==> src/design/uefc_map.svh <==
// Register offsets, field positions, reset values for the enhanced feature control block
// Assumes byte addressing on an APB bus with 32-bit data, one register per aligned word
`ifndef UEFC_MAP_SVH
`define UEFC_MAP_SVH
// Byte offsets
`define UEFC_A_LINE_CTRL 8'h00
`define UEFC_A_SCRATCH 8'h04
`define UEFC_A_DIV_LO 8'h08
`define UEFC_A_DIV_HI 8'h0C
`define UEFC_A_DIV_FRAC 8'h10
`define UEFC_A_PART_ID 8'h14
`define UEFC_A_PART_REV 8'h18
`define UEFC_A_TRIG 8'h1C
`define UEFC_A_OCC_CNT 8'h20
`define UEFC_A_FEAT 8'h24
`define UEFC_A_EXT_EN 8'h28
// Field positions
`define UEFC_FEAT_IR_INV 2
`define UEFC_FEAT_RS485 3
`define UEFC_FEAT_SWAP 6
`define UEFC_FEAT_TRG_TX 7
`define UEFC_EMS_DIR_INV 3
`define UEFC_EMS_LSR_IMM 6
`define UEFC_EMS_SAMP16 7
`define UEFC_EXT_ENH 4
`define UEFC_EXT_SPECIAL 5
`define UEFC_EXT_ARTS 6
`define UEFC_EXT_ACTS 7
// Reset values and keys
`define UEFC_RST_EMS 8'h80
`define UEFC_RST_SCRATCH 8'hFF
`define UEFC_RST_DIV_LO 8'h01
`define UEFC_RST_ZERO 8'h00
`define UEFC_LCR_KEY 8'hBF
`endif

==> src/design/uefc_pkg.sv <==
// Types shared by the enhanced feature control block
// Assumes uefc_map.svh supplies the numeric constants
package uefc_pkg;
   typedef logic [7:0] uefc_byte_t;
   // Direction controller states, Gray along RX -> TX -> HOLD
   typedef enum logic [1:0] {
      UEFC_DIR_RX = 2'b00,
      UEFC_DIR_TX = 2'b01,
      UEFC_DIR_HOLD = 2'b11
   } uefc_dir_e;
   // Level readout count modes
   typedef enum logic [1:0] {
      UEFC_CNT_RX = 2'b00,
      UEFC_CNT_TX = 2'b01,
      UEFC_CNT_RX2 = 2'b10,
      UEFC_CNT_ALT = 2'b11
   } uefc_cnt_e;
endpackage : uefc_pkg

==> src/design/uefc_dir_ctrl.sv <==
// Automatic RS-485 half-duplex direction output
// Assumes tx_load, bit_tick and tx_idle come from the UART core on ref_clk
`timescale 1ns/100ps
module uefc_dir_ctrl
   import uefc_pkg::*;
(
   input wire logic ref_clk,
   input wire logic srst,
   input wire logic invert,
   input wire logic tx_load,
   input wire logic tx_idle,
   input wire logic bit_tick,
   output logic dir_out
);
   uefc_dir_e state;

   // Transmit until shifter idle, then wait one bit time
   always_ff @(posedge ref_clk) begin
      if (srst) begin
         state <= UEFC_DIR_RX;
      end else begin
         case (state)
            UEFC_DIR_RX: begin
               if (tx_load) state <= UEFC_DIR_TX;
            end
            UEFC_DIR_TX: begin
               if (tx_idle && !tx_load) state <= UEFC_DIR_HOLD;
            end
            UEFC_DIR_HOLD: begin
               if (tx_load) state <= UEFC_DIR_TX;
               else if (bit_tick) state <= UEFC_DIR_RX;
            end
            default: state <= UEFC_DIR_RX;
         endcase
      end
   end

   // Low in transmit, high in receive, swapped by invert
   always_ff @(posedge ref_clk) begin
      if (srst) dir_out <= 1'b1;
      else dir_out <= (state == UEFC_DIR_RX) ? !invert : invert;
   end

   a_dir_tx_level: assert property (@(posedge ref_clk) disable iff (srst)
      (state == UEFC_DIR_TX) && $stable(invert) |=> dir_out == $past(invert))
      else $error("direction output wrong while transmitting");
   a_dir_release: assert property (@(posedge ref_clk) disable iff (srst)
      (state == UEFC_DIR_HOLD) && bit_tick && !tx_load && !invert |=> ##1 dir_out)
      else $error("direction output not released after one bit time");
endmodule : uefc_dir_ctrl

==> src/design/uefc_rts_ctrl.sv <==
// Auto-RTS flow control with selectable hysteresis
// Assumes rx_count is the receive FIFO occupancy on ref_clk
`timescale 1ns/100ps
module uefc_rts_ctrl
   import uefc_pkg::*;
(
   input wire logic ref_clk,
   input wire logic srst,
   input wire logic auto_en,
   input wire logic manual_n,
   input wire logic [3:0] hyst_code,
   input wire uefc_byte_t rx_trig,
   input wire uefc_byte_t rx_count,
   output logic rts_flow_n
);
   logic [8:0] upper;
   logic [8:0] lower;
   logic [7:0] hyst;

   // Four-bit code to hysteresis in characters
   function automatic logic [7:0] hyst_chars(input logic [3:0] code);
      case (code)
         4'h0: hyst_chars = 8'h00;
         4'h1: hyst_chars = 8'h04;
         4'h2: hyst_chars = 8'h06;
         4'h3: hyst_chars = 8'h08;
         4'h4: hyst_chars = 8'h08;
         4'h5: hyst_chars = 8'h10;
         4'h6: hyst_chars = 8'h18;
         4'h7: hyst_chars = 8'h20;
         4'h8: hyst_chars = 8'h28;
         4'h9: hyst_chars = 8'h2C;
         4'hA: hyst_chars = 8'h30;
         4'hB: hyst_chars = 8'h34;
         4'hC: hyst_chars = 8'h0C;
         4'hD: hyst_chars = 8'h14;
         4'hE: hyst_chars = 8'h1C;
         default: hyst_chars = 8'h24;
      endcase
   endfunction : hyst_chars

   // Thresholds around the receive trigger level
   always_comb begin
      hyst = hyst_chars(hyst_code);
      upper = {1'b0, rx_trig} + {1'b0, hyst};
      lower = (rx_trig > hyst) ? ({1'b0, rx_trig} - {1'b0, hyst}) : 9'h000;
   end

   // Deassert high at upper level, reassert low below lower level
   always_ff @(posedge ref_clk) begin
      if (srst) rts_flow_n <= 1'b1;
      else if (!auto_en) rts_flow_n <= manual_n;
      else if ({1'b0, rx_count} >= upper) rts_flow_n <= 1'b1;
      else if ({1'b0, rx_count} < lower) rts_flow_n <= 1'b0;
   end

   a_rts_upper: assert property (@(posedge ref_clk) disable iff (srst)
      auto_en && ({1'b0, rx_count} >= upper) |=> rts_flow_n)
      else $error("RTS not deasserted at upper level");
   a_rts_lower: assert property (@(posedge ref_clk) disable iff (srst)
      auto_en && ({1'b0, rx_count} < lower) |=> !rts_flow_n)
      else $error("RTS not reasserted below lower level");
endmodule : uefc_rts_ctrl

==> src/design/uefc_top.sv <==
// Enhanced feature control for one UART channel, registers over APB
// Assumes core status inputs are on ref_clk; rx_pin is asynchronous
// Contract
// - Direction output low in transmit, high in receive; inversion bit swaps.
// - Hysteresis base field resets to zero, selecting zero hysteresis.
// - Four-bit hysteresis code maps to the given character counts.
// - Delayed mode raises line error interrupt when errored char is in holding.
// - Immediate mode raises line error interrupt when errored char enters FIFO.
// - Sampling bit selects 8X at 0, 16X at 1; resets to 1.
// - With swap set, scratch address reads the FIFO level readout.
// - Level readout shows RX, TX or alternating counts per mode field.
// - Alternating mode reads RX first after mode write, then TX, repeating.
// - Divisor is high:low bytes plus fraction over sixteen.
// - Fraction register writable only while enhanced enable bit is set.
// - Trigger register sets custom level; select bit steers to RX or TX.
// - Occupancy count readable only under line control key; RX or TX.
// - IR receive inversion bit chooses idle-low or inverted idle-high input.
// - Direction goes high one bit after last stop; low on FIFO load.
// - In RS-485 mode transmit interrupt waits for empty shift register.
// - Trigger table field selects table A, B, C or D for both directions.
// - Swap clear: plain scratch; set: reads level, writes mode select.
// - Enhanced bits 3:0 select software flow control, dual chars sequential.
// - Auto-RTS deasserts at upper level, reasserts below lower level.
//
// Register access over APB and the register offsets are this design's own decisions.
`timescale 1ns/100ps
`include "uefc_map.svh"
module uefc_top
   import uefc_pkg::*;
#(
   parameter int FIFO_DEPTH = 64,
   parameter logic [7:0] PART_ID = 8'h5C, // Arbitrary value
   parameter logic [7:0] PART_REV = 8'h03 // Arbitrary value
) (
   input wire logic ref_clk,
   input wire logic srst,
   input wire logic psel,
   input wire logic penable,
   input wire logic pwrite,
   input wire logic [7:0] paddr,
   input wire logic [31:0] pwdata,
   output logic [31:0] prdata,
   output logic pready,
   output logic pslverr,
   input wire uefc_byte_t rx_fifo_count,
   input wire uefc_byte_t tx_fifo_count,
   input wire logic tx_load,
   input wire logic tx_thr_empty,
   input wire logic tx_idle,
   input wire logic bit_tick,
   input wire logic rx_err_push,
   input wire logic rhr_err,
   input wire logic lsr_read,
   input wire logic rts_manual_n,
   input wire logic rx_pin,
   output logic rts_n,
   output logic tx_int,
   output logic lsr_int,
   output logic rx_data_in,
   output logic sample_16x,
   output logic [19:0] baud_divisor_x16,
   output logic [1:0] trigger_table,
   output uefc_byte_t tx_trigger_level,
   output uefc_byte_t rx_trigger_level,
   output logic [3:0] sw_flow_select,
   output logic special_char_en,
   output logic auto_rts_en,
   output logic auto_cts_en
);
   // Configuration check
   if (FIFO_DEPTH < 1 || FIFO_DEPTH > 255) begin : g_bad_depth
      $error("FIFO_DEPTH must fit the 8-bit count registers");
   end

   // Register state, one set per channel instance
   uefc_byte_t line_control;
   uefc_byte_t scratch_store;
   uefc_byte_t enhanced_mode_select;
   uefc_byte_t divisor_low_byte;
   uefc_byte_t divisor_high_byte;
   uefc_byte_t divisor_fraction;
   uefc_byte_t feature_control;
   uefc_byte_t extended_feature_enable;
   logic alt_tx;
   logic err_pend;
   logic rx_meta;
   logic rx_sync;
   logic dir_raw;
   logic rts_flow_n;
   logic wr_acc;
   logic rd_setup;
   logic rd_acc;
   logic swap;
   uefc_byte_t next_rdata;
   logic next_err;
   uefc_byte_t fifo_level_readout;
   uefc_byte_t fifo_occupancy_count;

   // Address decode used by both read and write paths
   function automatic logic is_addr(input logic [7:0] a, input logic [7:0] ref_a);
      is_addr = (a == ref_a);
   endfunction : is_addr

   // Bus phases; zero wait states
   assign pready = 1'b1;
   assign wr_acc = psel && penable && pwrite;
   assign rd_setup = psel && !penable && !pwrite;
   assign rd_acc = psel && penable && !pwrite;
   assign swap = feature_control[`UEFC_FEAT_SWAP];

   // Level readout per count mode
   always_comb begin
      case (uefc_cnt_e'(enhanced_mode_select[1:0]))
         UEFC_CNT_TX: fifo_level_readout = tx_fifo_count;
         UEFC_CNT_ALT: fifo_level_readout = alt_tx ? tx_fifo_count : rx_fifo_count;
         default: fifo_level_readout = rx_fifo_count;
      endcase
   end

   // Occupancy count steered by the trigger select bit
   assign fifo_occupancy_count = feature_control[`UEFC_FEAT_TRG_TX] ? tx_fifo_count : rx_fifo_count;

   // Read mux and error answer
   always_comb begin
      next_rdata = 8'h00;
      next_err = 1'b0;
      case (paddr)
         `UEFC_A_LINE_CTRL: next_rdata = line_control;
         `UEFC_A_SCRATCH: next_rdata = swap ? fifo_level_readout : scratch_store;
         `UEFC_A_DIV_LO: next_rdata = divisor_low_byte;
         `UEFC_A_DIV_HI: next_rdata = divisor_high_byte;
         `UEFC_A_DIV_FRAC: next_rdata = divisor_fraction;
         `UEFC_A_PART_ID: next_rdata = PART_ID;
         `UEFC_A_PART_REV: next_rdata = PART_REV;
         `UEFC_A_TRIG: next_rdata = 8'h00;
         `UEFC_A_OCC_CNT: begin
            if (line_control == `UEFC_LCR_KEY) next_rdata = fifo_occupancy_count;
            else next_err = 1'b1;
         end
         `UEFC_A_FEAT: next_rdata = feature_control;
         `UEFC_A_EXT_EN: next_rdata = extended_feature_enable;
         default: next_err = 1'b1;
      endcase
   end

   // Read data captured in the setup phase
   always_ff @(posedge ref_clk) begin
      if (srst) begin
         prdata <= 32'h0000_0000;
         pslverr <= 1'b0;
      end else if (psel && !penable) begin
         prdata <= rd_setup ? {24'h00_0000, next_rdata} : 32'h0000_0000;
         pslverr <= rd_setup ? next_err : !(paddr[1:0] == 2'b00 && paddr <= `UEFC_A_EXT_EN
            && !is_addr(paddr, `UEFC_A_PART_ID) && !is_addr(paddr, `UEFC_A_PART_REV)
            && !is_addr(paddr, `UEFC_A_OCC_CNT));
      end
   end

   // Line control and scratch storage
   always_ff @(posedge ref_clk) begin
      if (srst) begin
         line_control <= `UEFC_RST_ZERO;
         scratch_store <= `UEFC_RST_SCRATCH;
      end else if (wr_acc) begin
         if (is_addr(paddr, `UEFC_A_LINE_CTRL)) line_control <= pwdata[7:0];
         if (is_addr(paddr, `UEFC_A_SCRATCH) && !swap) scratch_store <= pwdata[7:0];
      end
   end

   // Mode select written through the swapped scratch address
   always_ff @(posedge ref_clk) begin
      if (srst) enhanced_mode_select <= `UEFC_RST_EMS;
      else if (wr_acc && is_addr(paddr, `UEFC_A_SCRATCH) && swap) enhanced_mode_select <= pwdata[7:0];
   end

   // Alternating readout: RX first after a mode write
   always_ff @(posedge ref_clk) begin
      if (srst) alt_tx <= 1'b0;
      else if (wr_acc && is_addr(paddr, `UEFC_A_SCRATCH) && swap) alt_tx <= 1'b0;
      else if (rd_acc && is_addr(paddr, `UEFC_A_SCRATCH) && swap
               && enhanced_mode_select[1:0] == UEFC_CNT_ALT) alt_tx <= !alt_tx;
   end

   // Divisor bytes; fraction locked unless enhanced enable set
   always_ff @(posedge ref_clk) begin
      if (srst) begin
         divisor_low_byte <= `UEFC_RST_DIV_LO;
         divisor_high_byte <= `UEFC_RST_ZERO;
         divisor_fraction <= `UEFC_RST_ZERO;
      end else if (wr_acc) begin
         if (is_addr(paddr, `UEFC_A_DIV_LO)) divisor_low_byte <= pwdata[7:0];
         if (is_addr(paddr, `UEFC_A_DIV_HI)) divisor_high_byte <= pwdata[7:0];
         if (is_addr(paddr, `UEFC_A_DIV_FRAC) && extended_feature_enable[`UEFC_EXT_ENH])
            divisor_fraction <= pwdata[7:0];
      end
   end

   // Divisor in sixteenths
   always_ff @(posedge ref_clk) begin
      if (srst) baud_divisor_x16 <= 20'h0_0010;
      else baud_divisor_x16 <= {divisor_high_byte, divisor_low_byte, divisor_fraction[3:0]};
   end

   // Feature and extended enable registers
   always_ff @(posedge ref_clk) begin
      if (srst) begin
         feature_control <= `UEFC_RST_ZERO;
         extended_feature_enable <= `UEFC_RST_ZERO;
      end else if (wr_acc) begin
         if (is_addr(paddr, `UEFC_A_FEAT)) feature_control <= pwdata[7:0];
         if (is_addr(paddr, `UEFC_A_EXT_EN)) extended_feature_enable <= pwdata[7:0];
      end
   end

   // Custom trigger levels, routed by select bit
   always_ff @(posedge ref_clk) begin
      if (srst) begin
         tx_trigger_level <= `UEFC_RST_ZERO;
         rx_trigger_level <= `UEFC_RST_ZERO;
      end else if (wr_acc && is_addr(paddr, `UEFC_A_TRIG)) begin
         if (feature_control[`UEFC_FEAT_TRG_TX]) tx_trigger_level <= pwdata[7:0];
         else rx_trigger_level <= pwdata[7:0];
      end
   end

   // Mode outputs to the UART core
   always_ff @(posedge ref_clk) begin
      if (srst) begin
         sample_16x <= 1'b1;
         trigger_table <= 2'b00;
         sw_flow_select <= 4'h0;
         special_char_en <= 1'b0;
         auto_rts_en <= 1'b0;
         auto_cts_en <= 1'b0;
      end else begin
         sample_16x <= enhanced_mode_select[`UEFC_EMS_SAMP16];
         trigger_table <= feature_control[5:4];
         sw_flow_select <= extended_feature_enable[3:0]; // Dual chars matched in sequence
         special_char_en <= extended_feature_enable[`UEFC_EXT_SPECIAL];
         auto_rts_en <= extended_feature_enable[`UEFC_EXT_ARTS];
         auto_cts_en <= extended_feature_enable[`UEFC_EXT_ACTS];
      end
   end

   // Receive pin synchroniser and IR polarity
   always_ff @(posedge ref_clk) begin
      if (srst) begin
         rx_meta <= 1'b0;
         rx_sync <= 1'b0;
         rx_data_in <= 1'b0;
      end else begin
         rx_meta <= rx_pin;
         rx_sync <= rx_meta;
         rx_data_in <= rx_sync ^ feature_control[`UEFC_FEAT_IR_INV];
      end
   end

   // Immediate error pending; set wins over clear
   always_ff @(posedge ref_clk) begin
      if (srst) err_pend <= 1'b0;
      else if (rx_err_push) err_pend <= 1'b1;
      else if (lsr_read) err_pend <= 1'b0;
   end

   // Line error interrupt, delayed or immediate
   always_ff @(posedge ref_clk) begin
      if (srst) lsr_int <= 1'b0;
      else if (enhanced_mode_select[`UEFC_EMS_LSR_IMM]) lsr_int <= err_pend || rx_err_push;
      else lsr_int <= rhr_err;
   end

   // Transmit interrupt source
   always_ff @(posedge ref_clk) begin
      if (srst) tx_int <= 1'b0;
      else tx_int <= feature_control[`UEFC_FEAT_RS485] ? tx_idle : tx_thr_empty;
   end

   uefc_dir_ctrl u_dir (
      .ref_clk(ref_clk),
      .srst(srst),
      .invert(enhanced_mode_select[`UEFC_EMS_DIR_INV]),
      .tx_load(tx_load),
      .tx_idle(tx_idle),
      .bit_tick(bit_tick),
      .dir_out(dir_raw)
   );

   uefc_rts_ctrl u_rts (
      .ref_clk(ref_clk),
      .srst(srst),
      .auto_en(extended_feature_enable[`UEFC_EXT_ARTS]),
      .manual_n(rts_manual_n),
      .hyst_code({enhanced_mode_select[5:4], feature_control[1:0]}),
      .rx_trig(rx_trigger_level),
      .rx_count(rx_fifo_count),
      .rts_flow_n(rts_flow_n)
   );

   // RTS pin: direction control overrides flow control
   always_ff @(posedge ref_clk) begin
      if (srst) rts_n <= 1'b1;
      else rts_n <= feature_control[`UEFC_FEAT_RS485] ? dir_raw : rts_flow_n;
   end

   a_frac_locked: assert property (@(posedge ref_clk) disable iff (srst)
      wr_acc && is_addr(paddr, `UEFC_A_DIV_FRAC) && !extended_feature_enable[`UEFC_EXT_ENH]
      |=> $stable(divisor_fraction))
      else $error("fraction written while locked");
   a_reset_values: assert property (@(posedge ref_clk)
      srst |=> feature_control == 8'h00 && enhanced_mode_select == 8'h80 && sample_16x ##1 sample_16x)
      else $error("reset values wrong");
   a_alt_order: assert property (@(posedge ref_clk) disable iff (srst)
      wr_acc && is_addr(paddr, `UEFC_A_SCRATCH) && swap && pwdata[1:0] == 2'b11
      |=> !alt_tx && fifo_level_readout == rx_fifo_count)
      else $error("alternating readout did not restart with RX");
   a_alt_toggle: assert property (@(posedge ref_clk) disable iff (srst)
      rd_acc && is_addr(paddr, `UEFC_A_SCRATCH) && swap && enhanced_mode_select[1:0] == 2'b11
      |=> alt_tx != $past(alt_tx))
      else $error("alternating readout did not advance");
   a_occ_key: assert property (@(posedge ref_clk) disable iff (srst)
      rd_setup && is_addr(paddr, `UEFC_A_OCC_CNT) && line_control != 8'hBF
      |=> pslverr && prdata == 32'h0000_0000)
      else $error("occupancy count read without key");
   a_swap_read: assert property (@(posedge ref_clk) disable iff (srst)
      rd_setup && is_addr(paddr, `UEFC_A_SCRATCH) && swap |=> prdata[7:0] == $past(fifo_level_readout))
      else $error("swapped scratch read wrong");
   a_trig_route: assert property (@(posedge ref_clk) disable iff (srst)
      wr_acc && is_addr(paddr, `UEFC_A_TRIG) && feature_control[7]
      |=> tx_trigger_level == $past(pwdata[7:0]) && $stable(rx_trigger_level))
      else $error("trigger level routed wrong");
   a_lsr_imm: assert property (@(posedge ref_clk) disable iff (srst)
      enhanced_mode_select[6] && rx_err_push |=> lsr_int)
      else $error("immediate line interrupt missing");
   a_lsr_delay: assert property (@(posedge ref_clk) disable iff (srst)
      !enhanced_mode_select[6] |=> lsr_int == $past(rhr_err))
      else $error("delayed line interrupt wrong");
   a_tx_int_wait: assert property (@(posedge ref_clk) disable iff (srst)
      feature_control[3] && !tx_idle |=> !tx_int)
      else $error("transmit interrupt before shifter empty");
   a_ir_invert: assert property (@(posedge ref_clk) disable iff (srst)
      $stable(feature_control[2]) |=> rx_data_in == ($past(rx_sync) ^ $past(feature_control[2])))
      else $error("IR receive polarity wrong");
endmodule : uefc_top

==> config.mk <==
export PLATFORM = sky130hd
export DESIGN_NAME = uefc_top
export DESIGN_NICKNAME = d
export VERILOG_FILES = /design/src/design/uefc_pkg.sv /design/src/design/uefc_dir_ctrl.sv /design/src/design/uefc_rts_ctrl.sv /design/src/design/uefc_top.sv
export VERILOG_INCLUDE_DIRS = /design/src /design/src/design
export SDC_FILE = /design/constraint.sdc
export NUM_CORES = 1
export LEC_CHECK = 0
export ABC_AREA = 1
export BUFFER_PORTS_ARGS = -buffer_cell sky130_fd_sc_hd__buf_4
export CAP_MARGIN = 20
export CORE_MARGIN = 3
export CORE_UTILIZATION = 29
export DETAILED_ROUTE_END_ITERATION = 16
export GPL_TIMING_DRIVEN = 0
export PLACE_DENSITY = 0.59
export RECOVER_POWER = 25
export SYNTH_ARGS = -nofsm -noshare
export SYNTH_HDL_FRONTEND = slang
export SYNTH_SLANG_ARGS = --single-unit
==> constraint.sdc <==
create_clock -name ref_clk -period 6.7 [get_ports ref_clk]
set_input_delay 0.67 -clock ref_clk [delete_from_list [all_inputs] [get_ports ref_clk]]
set_output_delay 0.67 -clock ref_clk [all_outputs]
set_load 0.02 [all_outputs]
# After elaboration in Yosys (flattened, before gate mapping)
# Memory sizes are Yosys's and may differ from the RTL's.
# Cells that the tools add are included.
# Widths: inputs -> output; s select.
# word_totals
output_inout_bits,84
regBits,155
rom_bits,80
latchBits,0
ramBits,0
word_cells,128
input_bits,70
mem_count,1
# classes
n_mux,25
add_sub_neg,2
shift,0
multipliers,0
magnitude_cmp,4
eq_ne,19
reduce_logical,45
n_bitwise,2
n_div,0
# mem_list
memory,words,word_bits,rd,rd_ports_with_merged_regs,write_ports,line_no,rtl
(name not given),16,5,1,0,0,uefc_rts_ctrl.sv:22,case (code)
# ops
cell,count
$pmux 8 s10,1
$mux 8,5
$eq 8x5->1 const B,4
$eq 8x6->1 const B,3
$logic_and 1x1->1,18
$reduce_and 2->1,9
$eq 8x4->1 const B,2
$pmux 8 s2,1
$mux 1,11
$logic_not 1->1,10
$reduce_or 10->1,1
$add 8x8->9,1
$ge 8x9->1,1
$lt 8x9->1,1
$mux 9,1
$sub 8x8->9,1
$eq 8x3->1 const B,1
$eq 8x8->1 const B,1
$gt 8x8->1,1
$le 8x6->1 const B,1
$logic_not 8->1,1
$mux 2,4
$pmux 2 s3,1
$eq 2x1->1 const B,2
other kinds (13),15

# Depth between registers and ports, before layout
# Gate-level depths: netlist of the first run.
# depth
ltp_word,7
depth_mapped,25
ltp_nobuf,25

# By module
# From an unflattened synthesis of the first run, not the netlist that was laid out.
# unflattened
cells_unflattened,916
hier_area_um2,6713.9
# by_module_without_submodules
module,cells_per_inst,area_per_inst_um2,seq_area_each_um2,n_inst
uefc_top,729,5522.8,2522.4,1
uefc_rts_ctrl,169,1067.3,20.0,1
uefc_dir_ctrl,18,123.9,60.1,1

# Least setup slack after synthesis of the first run
# OpenSTA, ideal clock, no wires.
# synth_timing
path_kind,reg2reg
startpoint,register feature_control[0]
endpoint,register u_rts.rts_flow_n
required_ps,6585
slack_ps,3701
period_less_slack_ps,2999
setup_ps,115
path_stages_with_launch,24
n_path_buf,0
arrival_ps,2884
path_cell_list,dfxtp_1 -> inv_1 -> ha_1 -> o22ai_1 -> inv_1 -> fa_1 -> nand2_1 -> nand2_1 -> nand3_1 -> nand2_1 -> nand2_1 -> inv_1 -> nand2_1 -> ha_1 -> a21oi_1 -> nor2_1 -> a211oi_1 -> nand2_1 -> nand2_1 -> nand2_1 -> nand2_1 -> nand2_1 -> nand2_1 -> nand2_1
# synth_between
elab_chain_cells,5
elab_cells_between_ends,10
cone_classes,add/sub: 2; order compare: 3; eq/ne: 1; mux: 3; memory: 1
# synth_rtl
item,line_no,rtl
from (decl),uefc_top.sv:82,uefc_byte_t feature_control;
from (signal assigned),uefc_top.sv:207,feature_control <= `UEFC_RST_ZERO;
from (signal assigned),uefc_top.sv:210,"if (is_addr(paddr, `UEFC_A_FEAT)) feature_control <= pwdata[7:0];"
$mem_v2 16x5 *,--,
"$sub 8x8->9, or another cell as far along",uefc_rts_ctrl.sv:46,"lower = (rx_trig > hyst) ? ({1'b0, rx_trig} - {1'b0, hyst}) : 9'h000;"
$mux 9 or $ge 8x9->1 (tied branches),"uefc_rts_ctrl.sv:46, uefc_rts_ctrl.sv:53",
$lt 8x9->1 or $mux 1 (tied branches),"uefc_rts_ctrl.sv:54, uefc_rts_ctrl.sv:53",
$ne 3x1->1 (no line) or $mux 1 (tied branches),--,
to (signal assigned),uefc_rts_ctrl.sv:52,else if (!auto_en) rts_flow_n <= manual_n;
to (decl),uefc_rts_ctrl.sv:14,output logic rts_flow_n
# Mark *: on every way between the ends. The rest lies on a longest branch, timed or not.
# A chain may end at the register's enable or synchronous reset.

# Final worst setup path of the first run
# Same ends and word-level chain as after synthesis.

==> out/results.ini, run 1 <==
[place]
finalWeightedCongestion=0.9147
post-place-ws_ns=3.158
port_buffers=104
dpl.hpwl_um=16450
numPlacedInstances=1290

[critical_path]
worst_path_largest_cell_delay_ns=0.43
worstPathBufferInverterCount=3
cp_cell_sequence=inv_1 > ha_1 > o22ai_1 > inv_1 > fa_1 > nand2_1 > nand2_1 > nand3_1 > nand2_1 > nand2_1 > inv_1 > nand2_1 > ha_1 > a21oi_1 > nor2_1 > a211oi_1 > nand2_1 > nand2_1 > nand2_1 > nand2_1 > nand2_1 > nand2_1 > nand2_1
critical_path.most_common_cell=nand2_1
arrival_ns=3.90
crit_fanout=4
start_kind=flip-flop
crit_slowest_cell=fa_1
critPathKind=flip-flop to flip-flop
path_delay_family=simple AND/OR/NAND/NOR gates
worst_setup_path_end_kind=flip-flop
required_ns=7.02

[cts]
cts_resized=0
cts_buffers=17
cts_setup_buffers=0
cts_tree=yes
cts.clk_slew.worst_paths_ns=0.06
clockBufferDepth=2
clk-insertion-delay-late_ns=0.44
cts_num_sinks=130
cts_root_buf=clkbuf_16
cts_hold_buf=0
ctsHtreeMaxLevel=4

[min_path]
hold_class=flip-flop to flip-flop

[detailed_routing]
antenna_left=0
num_vias=6197
avgRoutedWirePerCell_um=16.11
drtPass1Iterations=5
vias_per_cell=4.688
drc=0
wl_um=21300
drtIter0Drc=450

[grt]
globalRouteOverflowTotal=0
grt_start_max_net_pins=17
antenna_found_initial=0
grt_pass1_wl_um=33190
grt_pass1_vias=5895
track_usage_pct=18.00

[layout]
area_delta_synth_final_pct=26.77
antenna_cells=0
final_common_cell=nand2_1
largest_register=baud_divisor_x16
fin_cells=1322
fin_util_pct=38.00
final_cell_mix=nand2_1 (159), dfxtp_1 (130), buf_4 (112), nor2_1 (110), a21oi_1 (108)
layout.nets=1135
largest_reg_flops=20
drive_gt1_share_pct=16.43

[yosys]
synthTopCellsByArea=dfxtp_1 (41%), nand2_1 (9.3%), a21oi_1 (8.4%)
yosys.area_share.adder_pct=6.274
yosysTopAreaCellShare_pct=40.53
synth-seq-area-share_pct=40.53
synth_top_family_by_area=simple AND/OR/NAND/NOR gates
synth_mux_area_share_pct=0
synth_edf_count=0
synth_cell_types=39
synthCells=888
ys_seq_elements=130
synth_flop_cell=dfxtp_1
yosys.area_share.simple_pct=22.51
synth_xor_area_share_pct=0.8184
synth_compound_area_share_pct=18.24
synth_top_cell_by_area=dfxtp_1
syn_area_sq_mm=0.006421
yosysWarnings=0
syn_avg_cell_area_sq_um=7.231
synthArstFlopShare_pct=0

[sta]
fin_crit_ns=3.571
finalClockSkew_ns=0.01051
setup_viol=0
hold_viol=0
slew-limit-headroom_pct=48.66
fin_ws_ns=3.129
slew_violations=0
fmax_mhz=280.0
fin_crit_sh_pct=53.30
worstMarginPinSlew_ns=0.7700
timing.setup.tns_ns=0
grt_setup_unrepaired=no

[floorplanning]
ioPinCount=154
fp.dieW_um=154.8
fp.dieArea_sq_mm=0.02396
num_rows=53
initial_core_util_pct=29.98
die_h_um=154.8
core_area_sq_mm=0.02142

[power_and_ir_drop]
powerDensity_mw_per_mm2=227.2
ir_drop_uv=164.7
p_leak_nw=3.635

[job]
drv_cap=0

[status]
outcome=complete, no violations

==> tightest hold or removal path: stages, from the launching register on <==
cell and delay [ns]:
dfxtp_1 0.30, inv_1 0.04, nor2_1 0.03
==> report_power, final <==
part           leakage (nW)  internal, mW  switching, mW  total [mW]
sequential             1.05         0.780        0.00334       0.783
clock                 0.284         0.546          0.381       0.928
combinational          2.30        0.0499         0.0889       0.139
total                  3.64          1.38          0.474        1.85
==> logic make-up (layout without fill, tap and decap cells) <==
logic type,Yosys count,in the layout
other,2,25
AO/OA/AOI/OAI,220,220
flip-flops,130,130
XOR/XNOR,6,6
buffers and inverters,164,300
adder cells (fa/ha/maj),31,31
AND/OR/NAND/NOR,335,335
==> layout make-up <==
type	count	area, sq um
Fill cell	2326	13280
Inverter	108	407.9
Timing Repair Buffer	104	701.9
Clock inverter	12	120.1
Buffer	56	331.6
Sequential cell	130	2603
Multi-Input combinational cell	617	3166
Clock buffer	20	466.7
Tap cell	275	344.1
==> cell usage after synthesis (all sizes together) (2+ instances only) <==
master    n
dfxtp   130
buf      37
clkbuf   19
inv     107
xor2      3
nand2   159
or2       3
o21ai    88
conb      2
nand3    30
ha       29
o211ai   10
xnor2     3
nor3      8
a211oi   10
fa        2
nand4    11
a21oi   108
nor2    121
==> final timing paths <==
path,startpoint,to,slack [ns],depth (start not counted)
setup / recovery,feature_control[0]$_SDFFE_PP0P_,u_rts.rts_flow_n$_SDFFE_PP1P_,3.13,23
hold / removal,rx_meta$_SDFF_PP0_,rx_sync$_SDFF_PP0_,0.41,2
setup reg to reg,feature_control[0]$_SDFFE_PP0P_,u_rts.rts_flow_n$_SDFFE_PP1P_,3.13,23
hold reg to reg,rx_meta$_SDFF_PP0_,rx_sync$_SDFF_PP0_,0.41,2
==> metal layers <==
| metal | up-vias | GRT usage (%) | part of all wire [%] |
|---|---|---|---|
| li1 | 3131 | - | - |
| met1 | 2791 | 25.46 | 47 |
| met5 | - | 0 | 0 |
| met3 | 38 | 4.673 | 7.9 |
| met4 | 0 | 5.971 | 2.1 |
| met2 | 237 | 26.66 | 43 |
==> per-stage QoR <==
stage | cell area, sq um | hold slack [ns] | power, mW
final | 8140 | 0.4073 | 1.850
after global routing | 8140 | 0.4166 | 1.912
after CTS | 8219 | 0.4077 | 1.863
after detailed placement | 7632 | 0.3988 | 0.9375
after global placement | 7632 | 0.3933 | 0.9365
after floorplan | 6507 | 0.3883 | 0.8798
No activity file was read; power rests on OpenSTA's default activity.
==> run 2, diff against run 1 <==
Settings changed: ABC_AREA 1 to 0.
Clock period 6.7 ns to 3.45 ns, I/O delays scaled along.
==> out/results.ini, run 2 <==
[status]
outcome=complete, no violations  ; unchanged

[layout]
final_cell_mix=dfxtp_1 (126), buf_4 (125), nor2_1 (69), mux2i_1 (68), nand2_1 (67)  ; was nand2_1 (159), dfxtp_1 (130), buf_4 (112), nor2_1 (110), a21oi_1 (108)
largest_register=baud_divisor_x16  ; unchanged
drive_gt1_share_pct=26.40  ; was 16.43%
final_common_cell=dfxtp_1  ; was nand2_1
fillers=2228  ; was 2326
layout.nets=1001  ; was 1135
finalInstanceArea_sq_mm=0.008755  ; was 0.008140 sq mm
area_delta_synth_final_pct=32.54  ; was 26.77%
antenna_cells=0  ; unchanged
largest_reg_flops=20  ; unchanged

[floorplanning]
die_h_um=156.9  ; was 154.8 um
fp.dieW_um=156.9  ; was 154.8 um
ioPinCount=154  ; unchanged
num_rows=54  ; was 53
initial_core_util_pct=29.90  ; was 29.98%
fp.dieArea_sq_mm=0.02462  ; was 0.02396 sq mm
core_area_sq_mm=0.02209  ; was 0.02142 sq mm

[grt]
grt_pass1_wl_um=33740  ; was 33190 um
antenna_found_initial=0  ; unchanged
grt_pass1_vias=5585  ; was 5895
track_usage_pct=18.33  ; was 18.00%
globalRouteOverflowTotal=0  ; unchanged
grt_start_max_net_pins=17  ; unchanged

[sta]
hold_viol=0  ; unchanged
grt_setup_unrepaired=yes  ; was no
fin_crit_ns=3.440  ; was 3.571 ns
worstMarginPinSlew_ns=1.037  ; was 0.7700 ns
slew-limit-headroom_pct=30.86  ; was 48.66%
fin_crit_sh_pct=99.70  ; was 53.30%
slew_violations=0  ; unchanged
fmax_mhz=290.7  ; was 280.0 MHz
setup_viol=0  ; unchanged
finalClockSkew_ns=0.01040  ; was 0.01051 ns

[critical_path]
worst_setup_path_end_kind=flip-flop  ; unchanged
crit_fanout=6  ; was 4
crit_slowest_cell=o41a_1  ; was fa_1
rrSetupSlack_ns=0.01  ; was 3.13 ns
crit_cells=16  ; was 23
arrival_ns=3.79  ; was 3.90 ns
path_delay_family=compound AO/OA/AOI/OAI gates  ; was simple AND/OR/NAND/NOR gates
worst_r2r_endpoint=u_rts.rts_flow_n$_SDFFE_PP1P_  ; unchanged
cp-startpoint=feature_control[1]$_SDFFE_PP0P_  ; was feature_control[0]$_SDFFE_PP0P_
worstReg2RegStart=feature_control[1]$_SDFFE_PP0P_  ; was feature_control[0]$_SDFFE_PP0P_
cp_cell_sequence=ha_4 > o31ai_4 > buf_4 > inv_2 > fa_2 > nor2b_4 > nor2_2 > nor2_2 > nor2_2 > xor2_1 > nand2_2 > ha_4 > nand3_4 > o41a_1 > a211o_1 > a31oi_1  ; was inv_1 > ha_1 > o22ai_1 > inv_1 > fa_1 > nand2_1 > nand2_1 > nand3_1 > nand2_1 > nand2_1 > inv_1 > nand2_1 > ha_1 > a21oi_1 > nor2_1 > a211oi_1 > nand2_1 > nand2_1 > nand2_1 > nand2_1 > nand2_1 > nand2_1 > nand2_1
critPathKind=flip-flop to flip-flop  ; unchanged
crit_end=u_rts.rts_flow_n$_SDFFE_PP1P_  ; unchanged
worstPathBufferInverterCount=2  ; was 3
critical_path.most_common_cell=nor2_2  ; was nand2_1
start_kind=flip-flop  ; unchanged
reg2regPathDepth=16  ; was 23
worst_path_largest_cell_delay_ns=0.45  ; was 0.43 ns
required_ns=3.80  ; was 7.02 ns

[yosys]
yosysWarnings=0  ; unchanged
ys_seq_elements=130  ; unchanged
synth_top_cell_by_area=dfxtp_1  ; unchanged
syn_avg_cell_area_sq_um=8.914  ; was 7.231 sq um
synthTopCellsByArea=dfxtp_1 (39%), mux2i_1 (10%), ha_1 (5.5%)  ; was dfxtp_1 (41%), nand2_1 (9.3%), a21oi_1 (8.4%)
synthCells=741  ; was 888
yosysTopAreaCellShare_pct=39.40  ; was 40.53%
synth-seq-area-share_pct=39.40  ; was 40.53%
synth_cell_types=71  ; was 39
synth_flop_cell=dfxtp_1  ; unchanged
synth.most_common_cell=dfxtp_1  ; was nand2_1
synth_edf_count=0  ; unchanged
syn_area_sq_mm=0.006605  ; was 0.006421 sq mm
synth_common_cells=dfxtp_1 (130), nor2_1 (74), nand2_1 (73)  ; was nand2_1 (159), dfxtp_1 (130), nor2_1 (110)
synthArstFlopShare_pct=0  ; unchanged

[detailed_routing]
drtIter0Drc=491  ; was 450
wl_um=22670  ; was 21300 um
drc=0  ; unchanged
antenna_left=0  ; unchanged
avgRoutedWirePerCell_um=19.00  ; was 16.11 um
drtPass1Iterations=5  ; unchanged
num_vias=6031  ; was 6197
vias_per_cell=5.055  ; was 4.688

[power_and_ir_drop]
p_seq_share_pct=42.1  ; was 42.3%
ir_drop_uv=427.7  ; was 164.7 uV
p_sw_share_pct=25.42  ; was 25.61%
p_clk_share_pct=50.3  ; was 50.2%
internal_power_mw=2.675  ; was 1.376 mW
powerDensity_mw_per_mm2=409.7  ; was 227.2 mW/mm^2
combPwrFrac_pct=7.5  ; about the same
power_mw=3.587  ; was 1.850 mW
p_switching_mw=0.9119  ; was 0.4738 mW
p_leak_nw=3.506  ; was 3.635 nW

[cts]
cts.clk_slew.worst_paths_ns=0.06  ; about the same
cts_buffers=17  ; unchanged
ctsHtreeMaxLevel=4  ; unchanged
cts_num_sinks=130  ; unchanged
cts_hold_buf=0  ; unchanged
clk-insertion-delay-late_ns=0.43  ; was 0.44 ns
cts_tree=yes  ; unchanged
clockBufferDepth=2  ; unchanged
cts_root_buf=clkbuf_16  ; unchanged

[place]
finalWeightedCongestion=0.9230  ; was 0.9147
dpl-instance-area_sq_mm=0.007751  ; was 0.007632 sq mm
dpl.hpwl_um=16020  ; was 16450 um
port_buffers=92  ; was 104

[job]
drv_cap=0  ; unchanged

[min_path]
hold_class=primary input to flip-flop  ; was flip-flop to flip-flop

run 2: cell count changes after synthesis, moves of 36 or more:
| cell | previous run | this run |
|---|---|---|
| a21oi_1 | 108 | 51 |
| inv_1 | 103 | 16 |
| mux2i_1 | 0 | 69 |
| nand2_1 | 159 | 73 |
| nor2_1 | 110 | 74 |
| o21ai_0 | 87 | 10 |
run 2: stage by stage:
stage | setup WS, ns | TNS (ns) | instances | hold slack [ns] | util, %
4_1_cts | 0.002167 | 0 | 1188 | 0.08943 | 39.35
3_3_place_gp | -0.4185 | -0.4185 | 1136 | 0.4184 | 35.08
3_5_place_dp | -0.5147 | -0.5147 | 1136 | 0.4300 | 35.08
6_report | 0.01029 | 0 | 1193 | 0.1031 | 39.63
5_1_grt | -0.1338 | -0.1338 | 1193 | 0.1072 | 39.63
2_1_floorplan | 0.02930 | 0 | 764 | 0.4138 | -
run 2: kinds of logic (layout without fill, tap and decap cells):
family	count (synthesis)	after routing	share of synthesized area, %
XOR/XNOR	10	10	1.326
adder cells (fa/ha/maj)	31	31	6.100
AND/OR/NAND/NOR	277	277	21.80
flip-flops	130	130	39.40
other	2	25	0.1137
AO/OA/AOI/OAI	128	128	12.79
buffers and inverters	90	239	7.331
multiplexers	73	73	11.14
run 2: worst min path at each step:
stage / start / endpoint / depth (start not counted)
after CTS: tx_load / u_dir.state[1]$_SDFFE_PP0P_ / 2
final: tx_load / u_dir.state[1]$_SDFFE_PP0P_ / 2
after floorplan: rx_meta$_SDFF_PP0_ / rx_sync$_SDFF_PP0_ / 1
after global routing: tx_load / u_dir.state[1]$_SDFFE_PP0P_ / 2
after global placement: rx_meta$_SDFF_PP0_ / rx_sync$_SDFF_PP0_ / 1
after detailed placement: rx_meta$_SDFF_PP0_ / rx_sync$_SDFF_PP0_ / 1
run 2: layer usage:
layer | GRT usage (%) | wire length (um)
met1 | 24.47 | 9794
met2 | 29.58 | 10650
met3 | 5.197 | 1885
met4 | 4.043 | 336
met5 | 0 | 0
run 2: area by class of cell:
type | count | area [sq um] | area share [%]
clock buffer | 18 | 429.2 | 4.902
multi-input combinational | 544 | 3896 | 44.50
clock inverter | 14 | 156.4 | 1.786
sequential | 130 | 2613 | 29.84
inverter | 17 | 66.31 | 0.7575
tap | 280 | 350.3 | 4.002
buffer | 70 | 409.1 | 4.673
timing repair buffer | 120 | 834.6 | 9.533
run 2: repair_timing:
item                                    in CTS  in global routing
setup buffers                               23                  7
endpoints found under the setup margin       1                  1
resized for setup                           36                 25
pin swaps                                   15                 20
run 2: power by group through the flow:
stage               combinational, mW  clock [mW]  sequential [mW]
floorplan                       0.153           0             1.55
global placement                0.259           0             1.55
detailed placement              0.262           0             1.55
CTS                             0.264        1.84             1.51
global route                    0.292        1.90             1.51
finish                          0.271        1.81             1.51
==> run 3, diff against run 2 <==
Settings changed: CAP_MARGIN 20 to not set.
Clock period 3.45 ns to 3.35 ns, I/O delays scaled along.
==> out/results.ini, run 3 (synthesis results as in run 2) <==
[critical_path]
arrival_ns=3.84  ; was 3.79 ns
critical_path.most_common_cell=ha_4  ; was nor2_2
cp_cell_sequence=inv_2 > ha_4 > o31ai_4 > ha_4 > nor2_4 > nor2_2 > o41ai_2 > nor2_1 > xor2_1 > nand2_2 > ha_4 > nand3_2 > o41a_1 > a211o_1 > a31oi_1  ; was ha_4 > o31ai_4 > buf_4 > inv_2 > fa_2 > nor2b_4 > nor2_2 > nor2_2 > nor2_2 > xor2_1 > nand2_2 > ha_4 > nand3_4 > o41a_1 > a211o_1 > a31oi_1
start_kind=flip-flop  ; unchanged
worstPathBufferInverterCount=1  ; was 2
path_delay_family=compound AO/OA/AOI/OAI gates  ; unchanged
crit_fanout=5  ; was 6
worst_path_largest_cell_delay_ns=0.44  ; was 0.45 ns
required_ns=3.70  ; was 3.80 ns
critPathKind=flip-flop to flip-flop  ; unchanged
crit_slowest_cell=o41a_1  ; unchanged
rrSetupSlack_ns=-0.15  ; was 0.01 ns
worst_setup_path_end_kind=flip-flop  ; unchanged

[sta]
fmax_mhz=286.1  ; was 290.7 MHz
setup_viol=1  ; was 0
slew-limit-headroom_pct=35.10  ; was 30.86%
hold_viol=0  ; unchanged
slew_violations=0  ; unchanged
grt_setup_unrepaired=yes  ; unchanged
fin_crit_ns=3.495  ; was 3.440 ns
whs_ns=0.08779  ; was 0.1031 ns
worstMarginPinSlew_ns=0.9735  ; was 1.037 ns
fin_crit_sh_pct=104.3  ; was 99.70%
finalClockSkew_ns=0.01273  ; was 0.01040 ns
fin_ws_ns=-0.1451  ; was 0.01029 ns

[status]
outcome=finished with violations  ; was complete, no violations
violations=negative setup slack

[floorplanning]
num_rows=54  ; unchanged
fp.dieArea_sq_mm=0.02462  ; unchanged
ioPinCount=154  ; unchanged
core_area_sq_mm=0.02209  ; unchanged
die_h_um=156.9  ; unchanged
fp.dieW_um=156.9  ; unchanged
initial_core_util_pct=29.90  ; unchanged

[detailed_routing]
wl_um=21670  ; was 22670 um
num_vias=5847  ; was 6031
drtPass1Iterations=7  ; was 5
drtIter0Drc=492  ; was 491
antenna_left=0  ; unchanged
drc=0  ; unchanged
avgRoutedWirePerCell_um=18.31  ; was 19.00 um
vias_per_cell=4.943  ; was 5.055

[place]
dpl.hpwl_um=15770  ; was 16020 um
port_buffers=92  ; unchanged
post-place-ws_ns=-0.6175  ; was -0.5147 ns
finalWeightedCongestion=0.9057  ; was 0.9230

[grt]
grt_pass1_wl_um=32100  ; was 33740 um
antenna_found_initial=0  ; unchanged
globalRouteOverflowTotal=0  ; unchanged
track_usage_pct=17.42  ; was 18.33%
grt_pass1_vias=5458  ; was 5585
grt_start_max_net_pins=17  ; unchanged

[cts]
clockBufferDepth=2  ; unchanged
cts_root_buf=clkbuf_16  ; unchanged
ctsHtreeMaxLevel=4  ; unchanged
clk-insertion-delay-late_ns=0.43  ; about the same
cts_num_sinks=130  ; unchanged
cts_tree=yes  ; unchanged
cts.clk_slew.worst_paths_ns=0.06  ; about the same
cts_buffers=17  ; unchanged

[layout]
fillers=2216  ; was 2228
final_cell_mix=dfxtp_1 (126), buf_4 (124), nor2_1 (71), nand2_1 (68), mux2i_1 (68)  ; was dfxtp_1 (126), buf_4 (125), nor2_1 (69), mux2i_1 (68), nand2_1 (67)
largest_register=baud_divisor_x16  ; unchanged
drive_gt1_share_pct=25.36  ; was 26.40%
layout.nets=991  ; was 1001
fin_util_pct=38.97  ; was 39.63%
largest_reg_flops=20  ; unchanged
area_delta_synth_final_pct=30.35  ; was 32.54%
final_common_cell=dfxtp_1  ; unchanged
antenna_cells=0  ; unchanged

[power_and_ir_drop]
powerDensity_mw_per_mm2=421.8  ; was 409.7 mW/mm^2
p_leak_nw=3.481  ; was 3.506 nW
power_mw=3.632  ; was 3.587 mW
ir_drop_uv=324.8  ; was 427.7 uV

[job]
drv_cap=0  ; unchanged

[min_path]
hold_class=primary input to flip-flop  ; unchanged

## run 3: cell types whose count changed in the layout (fill, tap and decap cells not counted), moves of 2 or more
| cell | previous run | this run |
|---|---|---|
| clkbuf_1 | 52 | 45 |
| ha_1 | 18 | 20 |
| clkinv_2 | 1 | 3 |
| ha_4 | 10 | 8 |
| nor2_1 | 69 | 71 |
| buf_6 | 5 | 3 |
| nor2_2 | 5 | 3 |
| inv_1 | 12 | 14 |
## run 3: through the flow
stage / instance area (sq um) / TNS [ns] / cells
2_1_floorplan: 6745 / 0 / 764
3_3_place_gp: 7786 / -0.5488 / 1136
3_5_place_dp: 7786 / -0.6175 / 1136
4_1_cts: 8537 / -0.04057 / 1181
5_1_grt: 8610 / -0.3015 / 1183
6_report: 8610 / -0.1451 / 1183
## run 3: what timing repair did
action,4_1_cts,5_1_grt
setup buffers,15,3
pin swaps,14,20
hold buffers,0,0
gates resized for setup,19,22
hold endpoints to repair,0,0
cloned,0,0
setup endpoints to repair,1,1
## run 3: path summary, 6_finish.rpt
| check | from | to | cells after the start |
|---|---|---|---|
| setup / recovery | feature_control[0]$_SDFFE_PP0P_ | u_rts.rts_flow_n$_SDFFE_PP1P_ | 15 |
| hold reg to reg | rx_meta$_SDFF_PP0_ | rx_sync$_SDFF_PP0_ | 1 |
| setup reg to reg | feature_control[0]$_SDFFE_PP0P_ | u_rts.rts_flow_n$_SDFFE_PP1P_ | 15 |
| hold / removal | tx_load | u_dir.state[1]$_SDFFE_PP0P_ | 2 |
## run 3: final cells by class
cell class | count | area, sq um | area share [%]
multi-input combinational | 544 | 3839 | 44.59
sequential | 130 | 2615 | 30.37
timing repair buffer | 110 | 762.0 | 8.850
clock buffer | 18 | 439.2 | 5.101
buffer | 70 | 409.1 | 4.752
tap | 280 | 350.3 | 4.069
clock inverter | 14 | 131.4 | 1.526
inverter | 17 | 63.81 | 0.7412
## run 3: power by group
group | total, mW | internal, mW | leakage [nW] | switching, mW
Clock | 1.80 | 1.05 | 0.275 | 0.751
Sequential | 1.56 | 1.55 | 1.05 | 0.00401
Combinational | 0.276 | 0.0985 | 2.15 | 0.178
## run 3: worst reg2reg max path: stages, from the launching register on
cell and delay (ns):
dfxtp_4 0.39, inv_2 0.06, ha_4 0.25, o31ai_4 0.30, ha_4 0.28, nor2_4 0.08
nor2_2 0.05, o41ai_2 0.41, nor2_1 0.11, xor2_1 0.17, nand2_2 0.09, ha_4 0.28
nand3_2 0.08, o41a_1 0.44, a211o_1 0.28, a31oi_1 0.16
## run 3: per-layer routing
layer | global-route usage, % | wire, um | up-vias
met4 | 4.544 | 279 | 0
met3 | 4.262 | 1692 | 16
li1 | - | - | 2851
met5 | 0 | 0 | -
met2 | 28.19 | 10230 | 241
met1 | 23.31 | 9466 | 2739
